## config.mk

```make
export PLATFORM = sky130hd
export DESIGN_NAME = acs_top
export DESIGN_NICKNAME = d
export VERILOG_FILES = /design/src/rtl/acs_trig_sync.v /design/src/rtl/acs_result_mem.v /design/src/rtl/acs_top.v
export VERILOG_INCLUDE_DIRS = /design/src /design/src/rtl
export SDC_FILE = /design/constraint.sdc
export NUM_CORES = 1
export LEC_CHECK = 0
export ABC_AREA = 1
export BUFFER_PORTS_ARGS = -buffer_cell sky130_fd_sc_hd__buf_2
export CELL_PAD_IN_SITES_DETAIL_PLACEMENT = 2
export CELL_PAD_IN_SITES_GLOBAL_PLACEMENT = 2
export CORE_ASPECT_RATIO = 1.4
export CORE_MARGIN = 10
export CORE_UTILIZATION = 35
export CTS_BUF_LIST = sky130_fd_sc_hd__clkbuf_4 sky130_fd_sc_hd__clkbuf_8
export DETAILED_ROUTE_END_ITERATION = 10
export GPL_ROUTABILITY_DRIVEN = 0
export PLACE_DENSITY_LB_ADDON = 0.05
export SLEW_MARGIN = 20
export SYNTH_ARGS = -nofsm -noshare
export SYNTH_HDL_FRONTEND = slang
export SYNTH_HIERARCHICAL = 1
export SYNTH_SLANG_ARGS = --single-unit
```

## constraint.sdc

```tcl
create_clock -name aclk -period 5.9 [get_ports aclk]
set_input_delay 1.475 -clock aclk [delete_from_list [all_inputs] [get_ports aclk]]
set_output_delay 1.475 -clock aclk [all_outputs]
set_load 0.005 [all_outputs]
```

## src/rtl/acs_consts.vh

```
// constants shared by the converter control/status block
`ifndef ACS_CONSTS_VH
`define ACS_CONSTS_VH

// register byte offsets on the register bus
`define ACS_OFF_CSR      8'h00
`define ACS_OFF_TRG      8'h04
`define ACS_OFF_RES0     8'h08
`define ACS_OFF_RES3     8'h14

// control/status field positions
`define ACS_B_FLAG       7
`define ACS_B_IE         6
`define ACS_B_START      5
`define ACS_B_SCAN       4
`define ACS_B_SPEED      3
`define ACS_B_CH_HI      2
`define ACS_B_CH_LO      0

// trigger control field positions and reserved read pattern
`define ACS_B_EXTERNAL_TRIGGER_ENABLE       7
`define ACS_TRG_RSVD     8'h7E

// reset values
`define ACS_CSR_RST      8'h00
`define ACS_RES_RST      16'h0000

// result placement: 10-bit value left-justified
`define ACS_RES_LSB      6
`define ACS_RES_PAD      6'h00

// conversion times in states; one state is one clock
`define ACS_T_FIRST_SLOW 134
`define ACS_T_FIRST_FAST 70
`define ACS_T_NEXT_SLOW  128
`define ACS_T_NEXT_FAST  66
`define ACS_STATE_NS     40
`define ACS_CLK_NS       40
`define ACS_CYC(s)       (((s) * `ACS_STATE_NS) / `ACS_CLK_NS)

// bus response codes
`define ACS_RESP_OKAY    2'h0
`define ACS_RESP_SLVERR  2'h2

`endif

```

## src/rtl/acs_trig_sync.v

```verilog
// synchroniser and falling-edge detector for the external trigger pin
`timescale 1ns/100ps
module acs_trig_sync (
    // clock and reset
    input  wire aclk,
    input  wire aresetn,
    // raw pin and detected edge
    input  wire pin_in,
    output reg  fall_q
);
    reg meta_q;  // first stage, read only by the second stage
    reg sync_q;  // second stage, safe to use
    reg prev_q;  // delayed copy for edge detection

    // two flops before use, then compare with the last value;
    // pin idles high after reset so no false edge at release
    always @(posedge aclk) begin
        if (!aresetn) begin
            meta_q <= 1'b1;
            sync_q <= 1'b1;
            prev_q <= 1'b1;
            fall_q <= 1'b0;
        end else begin
            meta_q <= pin_in;
            sync_q <= meta_q;
            prev_q <= sync_q;
            fall_q <= prev_q & ~sync_q;
        end
    end
endmodule // acs_trig_sync

```

## src/rtl/acs_result_mem.v

```verilog
// four-word result store with registered read port
`timescale 1ns/100ps
`include "acs_consts.vh"
module acs_result_mem #(
    parameter AW = 2,
    parameter DW = 16
) (
    // clock and reset
    input  wire          aclk,
    input  wire          aresetn,
    // write port from the sequencer
    input  wire          we,
    input  wire [AW-1:0] waddr,
    input  wire [DW-1:0] wdata,
    // read port toward the bus
    input  wire [AW-1:0] raddr,
    output reg  [DW-1:0] rdata_q
);
    reg [DW-1:0] mem_q [0:(1<<AW)-1]; // one word per channel
    integer      i;

    // results clear on reset so a read before any conversion gives zero
    always @(posedge aclk) begin
        if (!aresetn) begin
            for (i = 0; i < (1<<AW); i = i + 1) begin
                mem_q[i] <= `ACS_RES_RST;
            end
            rdata_q <= `ACS_RES_RST;
        end else begin
            if (we) begin
                mem_q[waddr] <= wdata;
            end
            rdata_q <= mem_q[raddr];
        end
    end
endmodule // acs_result_mem

```

## src/rtl/acs_top.v

```verilog
// converter control/status block with register bus slave
//
// Functional notes
// - single mode: flag set when conversion ends
// - scan mode: flag set after whole group
// - flag clears by read-as-one then write zero
// - interrupt when flag and enable both set
// - writing one to start bit starts conversion
// - single mode: start bit self-clears at end
// - scan repeats until software, reset, standby
// - mode bit: 0 single, 1 scan
// - speed bit: 134 or 70 states maximum
// - single: low two bits pick channel
// - scan: low two bits pick group size
// - all control/status bits zero on reset
// - results left-justified, one register per channel
// - scan restarts at group's first channel
// - scan repeats take 128 or 66 states
// - enabled trigger falling edge sets start
//
// Chosen here: the address map and the AXI4-Lite slave port.
`timescale 1ns/100ps
`include "acs_consts.vh"
module acs_top #(
    parameter AW = 8,   // register bus address width
    parameter RW = 10,  // converter result width
    parameter CW = 8    // conversion timer width
) (
    // clock and reset
    input  wire          aclk,
    input  wire          aresetn,
    // register bus write address channel
    input  wire [AW-1:0] awaddr,
    input  wire          awvalid,
    output reg           awready,
    // register bus write data channel
    input  wire [31:0]   wdata,
    input  wire [3:0]    wstrb,
    input  wire          wvalid,
    output reg           wready,
    // register bus write response channel
    output reg  [1:0]    bresp,
    output reg           bvalid,
    input  wire          bready,
    // register bus read address channel
    input  wire [AW-1:0] araddr,
    input  wire          arvalid,
    output reg           arready,
    // register bus read data channel
    output reg  [31:0]   rdata,
    output reg  [1:0]    rresp,
    output reg           rvalid,
    input  wire          rready,
    // analog conversion core
    output reg           conv_start,
    output reg           conv_abort,
    output reg  [1:0]    conv_channel,
    output reg           conv_speed,
    input  wire [RW-1:0] conv_result,
    // system and pins
    input  wire          standby_req,
    input  wire          external_trigger_input,
    output reg           conversion_end_interrupt
);
    // control/status fields
    reg          flag_q, flag_d;     // conversion end flag
    reg          ie_q, ie_d;         // end interrupt enable
    reg          start_q, start_d;   // conversion start bit
    reg          scan_q, scan_d;     // mode select
    reg          speed_q, speed_d;   // conversion speed select
    reg  [2:0]   chsel_q, chsel_d;   // channel select, top bit unused
    reg          external_trigger_enable_q, external_trigger_enable_d;     // external trigger enable
    reg          arm_q, arm_d;       // flag was read as one
    // sequencer state
    reg          run_q, run_d;       // a conversion is in flight
    reg  [CW-1:0] cnt_q, cnt_d;      // states left in conversion
    reg  [1:0]   chan_q, chan_d;     // channel being converted
    reg          cstart_d;           // start pulse to the core
    reg          abort_d;            // abort pulse to the core
    reg          mem_we;             // store a finished result
    // write path state
    reg          aw_got_q;           // address held
    reg          w_got_q;            // data held
    reg  [AW-1:0] waddr_q;           // held write address
    reg  [7:0]   wbyte_q;            // held low data byte
    reg          wlane_q;            // low byte lane enabled
    // read path state
    reg          rd_pend_q;          // read accepted, data next edge
    reg  [AW-1:0] raddr_q;           // held read address
    // misc nets
    wire         trig_fall;          // synchronised trigger edge
    wire [15:0]  mem_rdata;          // registered result word
    wire [AW-1:0] ridx_full;         // result index from read address
    wire [7:0]   csr_view;           // control/status as read
    wire         wr_fire;            // both write halves present
    wire         csr_wr;             // effective control write
    wire         trg_wr;             // effective trigger write
    wire         csr_rd_done;        // control read answered now

    localparam [31:0] LEN_FST_F = `ACS_CYC(`ACS_T_FIRST_FAST);
    localparam [31:0] LEN_FST_S = `ACS_CYC(`ACS_T_FIRST_SLOW);
    localparam [31:0] LEN_NXT_F = `ACS_CYC(`ACS_T_NEXT_FAST);
    localparam [31:0] LEN_NXT_S = `ACS_CYC(`ACS_T_NEXT_SLOW);
    // conversion length for the current speed; first one of a run
    // takes the longest time in the range, repeats the fixed time;
    // lengths are sliced to the timer width on purpose
    function [CW-1:0] conv_len;
        input first;
        input fast;
        begin
            if (first) begin
                conv_len = fast ? LEN_FST_F[CW-1:0]
                                : LEN_FST_S[CW-1:0];
            end else begin
                conv_len = fast ? LEN_NXT_F[CW-1:0]
                                : LEN_NXT_S[CW-1:0];
            end
        end
    endfunction

    // true for any address that holds a register
    function is_mapped;
        input [AW-1:0] a;
        begin
            is_mapped = (a[1:0] == 2'h0) &&
                        (a <= `ACS_OFF_RES3);
        end
    endfunction

    // trigger pin goes through two flops before use
    acs_trig_sync u_trig (
        .aclk    (aclk),
        .aresetn (aresetn),
        .pin_in  (external_trigger_input),
        .fall_q  (trig_fall)
    );

    // result index: offsets 08..14 map to words 0..3
    assign ridx_full = araddr - `ACS_OFF_RES0;

    acs_result_mem #(
        .AW (2),
        .DW (16)
    ) u_mem (
        .aclk    (aclk),
        .aresetn (aresetn),
        .we      (mem_we),
        .waddr   (chan_q),
        .wdata   ({conv_result, `ACS_RES_PAD}),
        .raddr   (ridx_full[3:2]),
        .rdata_q (mem_rdata)
    );

    // register image as software sees it
    assign csr_view = {flag_q, ie_q, start_q, scan_q, speed_q, chsel_q};

    assign wr_fire     = aw_got_q & w_got_q & ~bvalid;
    assign csr_wr      = wr_fire & wlane_q & (waddr_q == `ACS_OFF_CSR);
    assign trg_wr      = wr_fire & wlane_q & (waddr_q == `ACS_OFF_TRG);
    assign csr_rd_done = rd_pend_q & (raddr_q == `ACS_OFF_CSR);

    // next state of the register fields and the sequencer
    always @* begin
        flag_d   = flag_q;
        ie_d     = ie_q;
        start_d  = start_q;
        scan_d   = scan_q;
        speed_d  = speed_q;
        chsel_d  = chsel_q;
        external_trigger_enable_d   = external_trigger_enable_q;
        arm_d    = arm_q;
        run_d    = run_q;
        cnt_d    = cnt_q;
        chan_d   = chan_q;
        cstart_d = 1'b0;
        abort_d  = 1'b0;
        mem_we   = 1'b0;
        // a read that returns the flag as one arms the clear
        if (csr_rd_done) begin
            arm_d = flag_q;
        end
        // software write; writing one to the flag has no effect
        if (csr_wr) begin
            ie_d    = wbyte_q[`ACS_B_IE];
            scan_d  = wbyte_q[`ACS_B_SCAN];
            speed_d = wbyte_q[`ACS_B_SPEED];
            chsel_d = wbyte_q[`ACS_B_CH_HI:`ACS_B_CH_LO];
            start_d = wbyte_q[`ACS_B_START];
            if (!wbyte_q[`ACS_B_FLAG] && arm_q) begin
                flag_d = 1'b0;
            end
            // a write without the prior read leaves the flag set
            arm_d = 1'b0;
        end
        if (trg_wr) begin
            external_trigger_enable_d = wbyte_q[`ACS_B_EXTERNAL_TRIGGER_ENABLE];
        end
        // enabled trigger edge acts like a software start
        if (trig_fall && external_trigger_enable_q) begin
            start_d = 1'b1;
        end
        // standby stops everything and drops the start bit
        if (standby_req) begin
            start_d = 1'b0;
        end
        // sequencer
        if (run_q && !start_d) begin
            // stopped mid conversion: nothing stored, flag untouched
            run_d   = 1'b0;
            abort_d = 1'b1;
        end else if (!run_q && start_d) begin
            run_d    = 1'b1;
            // single picks the channel, scan begins at channel 0
            chan_d   = scan_d ? 2'h0 : chsel_d[1:0];
            cnt_d    = conv_len(1'b1, speed_d);
            cstart_d = 1'b1;
        end else if (run_q) begin
            if (cnt_q == {{(CW-1){1'b0}}, 1'b1}) begin
                mem_we = 1'b1;
                if (!scan_q) begin
                    flag_d  = 1'b1;
                    start_d = 1'b0;
                    run_d   = 1'b0;
                end else begin
                    cstart_d = 1'b1;
                    cnt_d    = conv_len(1'b0, speed_q);
                    if (chan_q == chsel_q[1:0]) begin
                        flag_d = 1'b1;
                        chan_d = 2'h0;
                    end else begin
                        chan_d = chan_q + 2'h1;
                    end
                end
            end else begin
                cnt_d = cnt_q - {{(CW-1){1'b0}}, 1'b1};
            end
        end
    end

    // register fields, sequencer and core-facing outputs
    always @(posedge aclk) begin
        if (!aresetn) begin
            flag_q       <= 1'b0;
            ie_q         <= 1'b0;
            start_q      <= 1'b0;
            scan_q       <= 1'b0;
            speed_q      <= 1'b0;
            chsel_q      <= 3'h0;
            external_trigger_enable_q       <= 1'b0;
            arm_q        <= 1'b0;
            run_q        <= 1'b0;
            cnt_q        <= {CW{1'b0}};
            chan_q       <= 2'h0;
            conv_start   <= 1'b0;
            conv_abort   <= 1'b0;
            conv_channel <= 2'h0;
            conv_speed   <= 1'b0;
            conversion_end_interrupt <= 1'b0;
        end else begin
            flag_q       <= flag_d;
            ie_q         <= ie_d;
            start_q      <= start_d;
            scan_q       <= scan_d;
            speed_q      <= speed_d;
            chsel_q      <= chsel_d;
            external_trigger_enable_q       <= external_trigger_enable_d;
            arm_q        <= arm_d;
            run_q        <= run_d;
            cnt_q        <= cnt_d;
            chan_q       <= chan_d;
            conv_start   <= cstart_d;
            conv_abort   <= abort_d;
            conv_channel <= chan_d;
            conv_speed   <= speed_d;
            // registered so the request lines up with the flag itself
            conversion_end_interrupt <= flag_d & ie_d;
        end
    end

    // write channels: address and data taken in either order,
    // response one edge after both are held
    always @(posedge aclk) begin
        if (!aresetn) begin
            aw_got_q <= 1'b0;
            w_got_q  <= 1'b0;
            waddr_q  <= {AW{1'b0}};
            wbyte_q  <= 8'h00;
            wlane_q  <= 1'b0;
            awready  <= 1'b0;
            wready   <= 1'b0;
            bvalid   <= 1'b0;
            bresp    <= `ACS_RESP_OKAY;
        end else begin
            // ready rises after reset and after each response
            if (!aw_got_q && !bvalid && !(awvalid && awready)) begin
                awready <= 1'b1;
            end
            if (!w_got_q && !bvalid && !(wvalid && wready)) begin
                wready <= 1'b1;
            end
            if (awvalid && awready) begin
                aw_got_q <= 1'b1;
                waddr_q  <= awaddr;
                awready  <= 1'b0;
            end
            if (wvalid && wready) begin
                w_got_q <= 1'b1;
                wbyte_q <= wdata[7:0];
                wlane_q <= wstrb[0];
                wready  <= 1'b0;
            end
            if (wr_fire) begin
                aw_got_q <= 1'b0;
                w_got_q  <= 1'b0;
                bvalid   <= 1'b1;
                // result words are read-only, writes there are dropped
                bresp    <= is_mapped(waddr_q) ? `ACS_RESP_OKAY
                                               : `ACS_RESP_SLVERR;
            end
            if (bvalid && bready) begin
                bvalid <= 1'b0;
            end
        end
    end

    // read channels: one read at a time, data two edges after address
    // because result words come from the registered memory port
    always @(posedge aclk) begin
        if (!aresetn) begin
            arready   <= 1'b0;
            rd_pend_q <= 1'b0;
            raddr_q   <= {AW{1'b0}};
            rvalid    <= 1'b0;
            rdata     <= 32'h0000_0000;
            rresp     <= `ACS_RESP_OKAY;
        end else begin
            rd_pend_q <= 1'b0;
            if (!rd_pend_q && !rvalid && !(arvalid && arready)) begin
                arready <= 1'b1;
            end
            if (arvalid && arready) begin
                arready   <= 1'b0;
                rd_pend_q <= 1'b1;
                raddr_q   <= araddr;
            end
            if (rd_pend_q) begin
                rvalid <= 1'b1;
                rresp  <= is_mapped(raddr_q) ? `ACS_RESP_OKAY
                                             : `ACS_RESP_SLVERR;
                if (raddr_q == `ACS_OFF_CSR) begin
                    rdata <= {24'h000000, csr_view};
                end else if (raddr_q == `ACS_OFF_TRG) begin
                    // reserved middle bits read as one
                    rdata <= {24'h000000, external_trigger_enable_q, 7'h00} |
                             {24'h000000, `ACS_TRG_RSVD};
                end else if (is_mapped(raddr_q)) begin
                    rdata <= {16'h0000, mem_rdata};
                end else begin
                    rdata <= 32'h0000_0000;
                end
            end
            if (rvalid && rready) begin
                rvalid <= 1'b0;
            end
        end
    end
endmodule // acs_top

```

After elaboration in Yosys (flattened, before gate mapping). Memories as Yosys holds them, arrays and structs flattened. A register that Yosys moved wholly into a read port is not among the register bits. Cells that the tools add are included.

ROM bits: 0. Bits in registers: 113. Bits in latches: 0. Bits in writable memories: 40. Memories kept: 1.

Bitwise operators: 12. Eq/ne operators: 5. Reductions and logical operators: 47. Multiplexer cells: 57. Shift operators: 0. Add/sub/neg operators: 3. Multiply operators: 0. Divide/modulo/power cells: 0. Order comparisons: 2.

Memory list: u_mem.mem_q (words 4, bits a word 10, read ports 1, clocked after Yosys merged registers in 1, write ports 4, line acs_result_mem.v:19) `reg [DW-1:0] mem_q [0:(1<<AW)-1];`.

Operators by type and width (count): $mux W16 (3); $mux W8 (6); $mux W1 (37); $mux W2 (10); $logic_and A1 B1 Y1 (17); $eq A8 B3 Y1 const B (2); $le A8 B5 Y1 const B (2); $logic_not A8 Y1 (2); $reduce_or A2 Y1 (8); $logic_not A1 Y1 (12); $mux W10 (1); $reduce_or A10 Y1 (1); $and A1 B1 Y1 (8); $eq A8 B1 Y1 const B (1); $sub A8 B1 Y8 const B (1); $reduce_bool A2 Y1 (3); $logic_not A2 Y1 (2); $not A1 Y1 (4); $reduce_and A4 Y1 (1); $sub A4 B4 Y4 const B (1); $ne A3 B3 Y1 const B (1); $reduce_and A3 Y1 (1); $add A2 B1 Y2 const B (1); $eq A2 B2 Y1 (1).

Longest topological paths before layout. Gate-level depths: netlist of run 1.

Word-level depth: 15. Mapped depth: 13.

By module. Netlist of run 1, hierarchy kept.

Modules (own cells, without submodules): acs_result_mem (area an instance 3473.3 sq um, seq. area each 2242.2 sq um, times used 1, cells each 367); acs_top (area an instance 3379.5 sq um, seq. area each 1501.4 sq um, times used 1, cells each 460); acs_trig_sync (area an instance 115.1 sq um, seq. area each 80.1 sq um, times used 1, cells each 12).

Least setup slack after synthesis of run 1. Ideal clock, no wire load.

Path type: input to register. Start: input standby_req. End: memory u_mem/mem_q[2][0] (netlist bit) (enable). Cell stages on the path: 5. Required time: 5489 ps. Path buffers: 0. Arrival: 3178 ps. Path slack: 2311 ps. Path through: inv_1 -> nand2_4 -> nor2_2 -> nand2_4 -> o21ai_0.

RTL lines: start: declaration (line acs_top.v:61) `input wire standby_req,`; end: declaration (line acs_result_mem.v:19).

==> results of run 1 <==
sequential cells by signal (all words and copies together), names as in the netlist, 2 cells and up:
signal	flops
u_mem/mem_q	64
rdata	16
u_mem/rdata_q	16
cnt_q	8
raddr_q	8
waddr_q	8
wbyte_q	8
chsel_q	3
chan_q	2
power by group through the flow:
stage               registers [mW]  clock network [mW]  logic [mW]
floorplan                     1.22                   0       0.122
global placement              1.22                   0       0.164
detailed placement            1.23                   0       0.174
CTS                           1.20               0.818       0.175
global route                  1.21               0.867       0.197
finish                        1.20               0.794       0.172
cells by family (layout without fill, tap and decap cells):
kind of cell / count (synthesis) / in the layout / share of synthesized area (%)
AND/OR/NAND/NOR: 407 / 407 / 26.34
other: 1 / 24 / 0.05382
AO/OA/AOI/OAI: 89 / 89 / 6.931
XOR/XNOR: 4 / 4 / 0.5029
buffers and inverters: 177 / 238 / 10.94
adder cells (fa/ha/maj): 2 / 2 / 0.3591
flip-flops: 159 / 159 / 54.88
worst max-delay path, stage by stage:
cell and delay, ps:
sky130_fd_sc_hd__buf_2 90, sky130_fd_sc_hd__inv_1 170, sky130_fd_sc_hd__nand2_4 100, sky130_fd_sc_hd__nor2_2 250, sky130_fd_sc_hd__nand2_4 330, sky130_fd_sc_hd__nor2_8 220, sky130_fd_sc_hd__nand2_4 180, sky130_fd_sc_hd__nand2_1 670
cell type report:
class / instances / area (um^2) / share of cell area [%]
multi-input cells: 526 / 2472 / 31.45
repair buffers: 74 / 375.4 / 4.775
clock buffers: 20 / 256.5 / 3.263
flip-flops and latches: 159 / 3824 / 48.64
well taps: 252 / 315.3 / 4.011
inverters: 133 / 499.2 / 6.350
clock inverters: 11 / 118.9 / 1.512
layer usage:
layer / up-vias / routed length, um / GRT usage [%]
met4: 0 / 274 / 4.867
met3: 18 / 444 / 2.973
met1: 2714 / 7951 / 15.83
li1: 2748 / - / -
met5: - / 0 / 0
met2: 65 / 11380 / 30.86
layout by cell type, fill, tap and decap left out, drive strengths merged, types with 3 or more instances in the layout:
cell	Yosys	layout
a31oi	5	5
clkinvlp	0	4
nand2	190	190
nand3b	3	3
nor3	23	23
a21oi	46	46
xor2	3	3
nand4	3	3
o21ai	31	31
nor2	124	124
edfxtp	64	64
nand3	62	62
clkbuf	12	20
clkinv	3	8
conb	1	24
buf	32	74
dfxtp	95	95
inv	130	130
final timing paths:
check | to | cells after the start | from | slack, ps
max | u_mem/mem_q[1][3] | 8 | standby_req | 2470
min | u_trig/sync_q | 2 | u_trig/meta_q | 420
max reg2reg | u_mem/mem_q[1][3] | 11 | bvalid | 2750
min reg2reg | u_trig/sync_q | 2 | u_trig/meta_q | 420
metrics by stage:
stage / util, % / instance area (um^2) / hold slack [ps] / power, mW / setup WS, ps
3_3_place_gp: 38.02 / 7486 / 396.9 / 1.388 / 2107
2_1_floorplan: - / 7054 / 379.5 / 1.343 / 2311
5_1_grt: 39.92 / 7861 / 456.2 / 2.271 / 2324
3_5_place_dp: 38.02 / 7486 / 396.4 / 1.401 / 1996
4_1_cts: 39.92 / 7861 / 429.8 / 2.195 / 2471
6_report: 39.92 / 7861 / 423.8 / 2.166 / 2470
==> parameters.txt, run 1 <==
Parameter                              Value

Drt
  Iteration-0 DRC Markers    about 130
  First-pass DRT Iterations    4
  Number of design rule violations left after detail routing    0
  Count of nets left with antenna violations after detail routing    0
  Wire length per cell after detailed routing    around 17 um
  Detailed Route WL    20050 um
  Vias after detailed routing    between 5000 and 6000
  Mean number of vias per cell    4.719

Synth
  Top-count cell post-synth    sky130_fd_sc_hd__nand2_1
  Area share of the largest cell type after synthesis    around 28%
  Area leader, netlist    sky130_fd_sc_hd__edfxtp_1
  Predominant post-synthesis flop cell    sky130_fd_sc_hd__dfxtp_1
  Number of enable-type register cells in the synthesized netlist    between 60 and 70
  Combined area of all synthesized cells    roughly 7000 um^2
  Sequential share of the synthesized area    54.88%
  Most frequent cells after synthesis    179 x sky130_fd_sc_hd__nand2_1, 127 x sky130_fd_sc_hd__inv_1, 111 x sky130_fd_sc_hd__nor2_1
  Share of flip-flops with an asynchronous set or reset    0%
  Number of cells produced by synthesis    839
  Count of yosys warnings during synthesis    6
  Number of synthesized register bits    around 160
  Largest cells by area after synthesis    sky130_fd_sc_hd__edfxtp_1 28%, sky130_fd_sc_hd__dfxtp_1 27%, sky130_fd_sc_hd__nand2_1 9.6%
  Number of distinct library cell variants in the gate-level netlist after synthesis    39
  Synthesized area per cell    8.305 um^2

Finish
  Number of nets in the layout    984
  Count of placed standard cells in the final layout, fillers left out    1175
  Ratio of cells with drive above 1 in the final layout    between 10% and 20%
  Area grow syn2layout    12.82%
  Count of inserted antenna diode cells    0
  Filler cell count in the final layout    roughly 2300

STA
  Max Fclk    291.6 MHz
  Worst Tran Pin Value    ~1100 ps
  Final slew viol count    0
  Share of the cycle needed by the critical path after routing    around three fifths
  Tmin final    around 3400 ps
  Slew Limit Headroom    about 29%
  Setup repair after global routing missed its margin    false
  Clock Skews    11.33 ps
  Setup-violating endpoint count in the final report    0
  Number of hold-slack violations in the final timing report    0
  Setup total negative slack    0 ps

Global route
  Number of global-route vias before repair    ~6400
  Global-route wire length before repair    about 33000 um
  Largest net degree at the start of global routing    44
  Number of antenna violations at the first check in global routing    0
  Grt ovf    0
  GRT Resource Usage Total    around 16%

CTS
  TritonCTS buffer count    17
  Clk buf depth    2
  Buffers inserted by post-CTS timing repair    0
  Count of hold-fix buffers inserted at cts    0
  Clock input transition at the sequential cells of the worst setup and hold paths    90 ps
  Clock sink count    approximately 160
  Resized Gates After CTS    0
  Clk root buf    sky130_fd_sc_hd__clkbuf_8
  Clock latency on the worst-skew pair    around 460 ps
  # H-tree levels    4
  Clock tree from TritonCTS    done

Floorplan
  Horiz. Die Dim    139.3 um
  Vertical die dimension    roughly 190 um
  Cell row count    about 60
  Placeable core area    ~20000 um^2
  Effective utilization at floorplan    between 30 and 40%
  # IOs    around 120
  Total die area    roughly 26000 um^2

Job
  Max-cap check violation count    0

Pwr
  Logic pwr share    7.9%
  Switching share of power    roughly 25%
  Clock share of power    a little over a third
  Internal power consumption    between 1.5 and 2 mW
  Worst supply voltage drop on vdd    approximately 0.00011 V
  Leakage component of the power    about 3.5 nW
  Total power per unit cell area    about 280 nW/um^2
  Reported net switching power    approximately 0.55 mW
  Fraction of power consumed by sequential logic    a little under three fifths

Placement
  Placed instance count    about 1100
  Port bufs    72
  Detailed-placement wirelength estimate    around 14000 um

Critical path
  Worst Path Arrival    between 3000 and 4000 ps
  Start-to-end type of the worst setup path    in -> reg
  Critical path endpoint category    flip-flop
  Maximum fanout encountered on the critical timing path    34
  Critical path startpoint category    input port
  Data required time of the worst path    roughly 6000 ps

Status
  Status    finished clean

Worst hold path
  Classification of the worst-slack hold path    reg -> reg
Note: power is estimated with default switching activity, not from simulation.
==> inputs of run 2 (changes only) <==
==> constraint.sdc (replaced) <==
create_clock -name aclk -period 3.5 [get_ports aclk]
set_input_delay 0.875 -clock aclk [delete_from_list [all_inputs] [get_ports aclk]]
set_output_delay 0.875 -clock aclk [all_outputs]
set_load 0.005 [all_outputs]
==> parameters.txt, run 2 (synthesis results as in run 1) <==
Parameter                              Value

Placement
  Detailed-placement wirelength estimate    14880 um (+3.2%)
  Placement-stage cell area    7565 um^2 (+1.1%)
  Placed instance count    1155 (+0.96%)
  Port bufs    72 (unchanged)
  Setup WS pre-CTS    677.7 ps (-1318 ps)

STA
  Share of the cycle needed by the critical path after routing    between 70% and 80%
  Number of hold-slack violations in the final timing report    0 (unchanged)
  Max Fclk    around 370 MHz
  Slew Limit Headroom    56.32% (+28 points)
  Worst Tran Pin Value    654.5 ps (-413.3 ps)
  Setup total negative slack    0 ps (unchanged)
  Hold Slack    420.3 ps (-3.448 ps)
  Setup repair after global routing missed its margin    false
  Post-route setup slack    805.3 ps (-1665 ps)
  Tmin final    around 2700 ps
  Clock Skews    13.66 ps (+2.326 ps)
  Final slew viol count    0 (unchanged)
  Setup-violating endpoint count in the final report    0 (unchanged)

Worst hold path
  Cell count of the worst hold path    2 (unchanged)
  Classification of the worst-slack hold path    reg -> reg
  Hold path startpoint    u_trig/meta_q
  Hold Path End    u_trig/sync_q

Pwr
  Clock share of power    38.1% (+1.5 points)
  Reported net switching power    0.9451 mW (+72%)
  Logic pwr share    8.0% (about the same)
  Switching share of power    25.19% (-0.14 points)
  Fraction of power consumed by sequential logic    53.9% (-1.5 points)
  Total power per unit cell area    470.4 nW/um^2 (+71%)
  Leakage component of the power    3.589 nW (+1.8%)
  Internal power consumption    2.806 mW (+73%)
  Worst supply voltage drop on vdd    0.0002059 V (+95%)

CTS
  Clk buf depth    2 (unchanged)
  Clock latency on the worst-skew pair    460 ps (about the same)
  Clk root buf    sky130_fd_sc_hd__clkbuf_8
  Buffers inserted by post-CTS timing repair    0 (unchanged)
  TritonCTS buffer count    17 (unchanged)
  Clock tree from TritonCTS    done
  Clock sink count    159 (unchanged)
  Count of hold-fix buffers inserted at cts    0 (unchanged)
  Resized Gates After CTS    0 (unchanged)
  # H-tree levels    4 (unchanged)
  Clock input transition at the sequential cells of the worst setup and hold paths    90 ps (about the same)

Finish
  Commonest cells after routing, fill and taps aside    179 x sky130_fd_sc_hd__nand2_1, 127 x sky130_fd_sc_hd__inv_1, 111 x sky130_fd_sc_hd__nor2_1
  Commonest non-fill, non-tap cell in the layout    sky130_fd_sc_hd__nand2_1
  Biggest register    u_mem/mem_q
  Area grow syn2layout    14.46%
  Ratio of cells with drive above 1 in the final layout    16.15% (+0.87 points)
  Count of inserted antenna diode cells    0 (unchanged)
  Leading registers by flop count    u_mem/mem_q x64, rdata x16, u_mem/rdata_q x16
  Number of nets in the layout    995 (+1.1%)
  Count of placed standard cells in the final layout, fillers left out    1187 (+1.0%)
  Post-Layout Inst Area    7975 um^2 (+1.4%)
  Number of flip-flops in the largest register    64 (unchanged)

Drt
  Top routing layer used    met4
  First-pass DRT Iterations    4 (unchanged)
  Met1 routed wirelength after detailed routing    7838 um (-1.4%)
  Wire length per cell after detailed routing    17.12 um (+0.36%)
  Total length of routed met3 wires    550 um (+24%)
  Vias after detailed routing    5660 (+2.1%)
  Count of nets left with antenna violations after detail routing    0 (unchanged)
  Mean number of vias per cell    4.768 (+1.0%)
  Iteration-0 DRC Markers    180 (+43%)
  Number of design rule violations left after detail routing    0 (unchanged)
  Met2 wire len    11690 um (+2.8%)
  Detailed Route WL    20330 um (+1.4%)

Floorplan
  Cell row count    61 (unchanged)
  # IOs    118 (unchanged)
  Placeable core area    19690 um^2 (unchanged)
  Total die area    26030 um^2 (unchanged)
  Vertical die dimension    186.9 um (unchanged)
  Effective utilization at floorplan    35.39% (unchanged)
  Horiz. Die Dim    139.3 um (unchanged)

Critical path
  Start-to-end type of the worst setup path    reg -> reg
  Depth of the worst register-to-register path    12 (+1)
  Data required time of the worst path    3660 ps (-2330 ps)
  Worst Path Arrival    2860 ps (-660 ps)
  Critical path startpoint category    flip-flop
  R2r startpoint    bvalid
  Flop2flop setup slack    810 ps (-1940 ps)
  Maximum fanout encountered on the critical timing path    17 (-50%)
  Capture point of the worst reg-to-reg path    u_mem/mem_q[0][3]
  Critical path endpoint category    flip-flop

Global route
  Grt ovf    0 (unchanged)
  Largest net degree at the start of global routing    41 (-6.8%)
  Number of antenna violations at the first check in global routing    0 (unchanged)
  Number of global-route vias before repair    6477 (+1.7%)
  Global-route wire length before repair    33460 um (+1.3%)
  GRT Resource Usage Total    15.93% (+0.28 points)

Status
  Status    finished clean

Job
  Max-cap check violation count    0 (unchanged)
-- run 2: cell type report --
class	count	area, um^2
Multi-Input combinational cell	526	2469
Sequential cell	159	3824
Inverter	133	499.2
Clock buffer	19	249.0
Fill cell	2265	11720
Tap cell	252	315.3
Clock inverter	13	161.4
Timing Repair Buffer	85	457.9
-- run 2: how the worst max path moves through the flow --
stage                 from           endpoint  slack, ps  depth (start not counted)
2_1_floorplan  standby_req  u_mem/mem_q[2][0]        510                          5
3_3_place_gp   standby_req  u_mem/mem_q[1][1]        750                          9
3_5_place_dp   standby_req  u_mem/mem_q[0][5]        680                          9
4_1_cts             bvalid  u_mem/mem_q[0][3]        760                         12
5_1_grt             bvalid  u_mem/mem_q[0][0]        630                         12
6_report            bvalid  u_mem/mem_q[0][3]        810                         12
-- run 2: worst max-delay path, stage by stage, from the launching register on --
cell and delay, ps:
sky130_fd_sc_hd__dfxtp_1 330, sky130_fd_sc_hd__inv_2 90, sky130_fd_sc_hd__nand3_2 140, sky130_fd_sc_hd__nor2_4 250, sky130_fd_sc_hd__nand3_4 110, sky130_fd_sc_hd__nand3_4 120
sky130_fd_sc_hd__nand2_4 90, sky130_fd_sc_hd__nor2_2 230, sky130_fd_sc_hd__nand2_4 100, sky130_fd_sc_hd__nor2_8 120, sky130_fd_sc_hd__nand2_4 160, sky130_fd_sc_hd__nand2_1 340
sky130_fd_sc_hd__buf_4 280
-- run 2: per-layer routing --
layer  up-vias  global-route usage, %
li1       2772                      -
met1      2805                  15.98
met2        65                  31.32
met3        18                  3.684
met4         0                  4.465
met5         -                      0
-- run 2: stage by stage --
stage / total power, mW / util, %
after floorplan: 2.263 / -
after global placement: 2.348 / 38.42
after detailed placement: 2.368 / 38.42
after CTS: 3.808 / 40.50
after global routing: 3.941 / 40.50
final: 3.752 / 40.50
-- run 2: power groups by stage --
stage	sequential [mW]	clock (mW)	combinational, mW
after global routing	2.03	1.56	0.344
after detailed placement	2.07	0	0.301
after floorplan	2.06	0	0.206
after CTS	2.02	1.48	0.304
final	2.02	1.43	0.300
after global placement	2.06	0	0.285
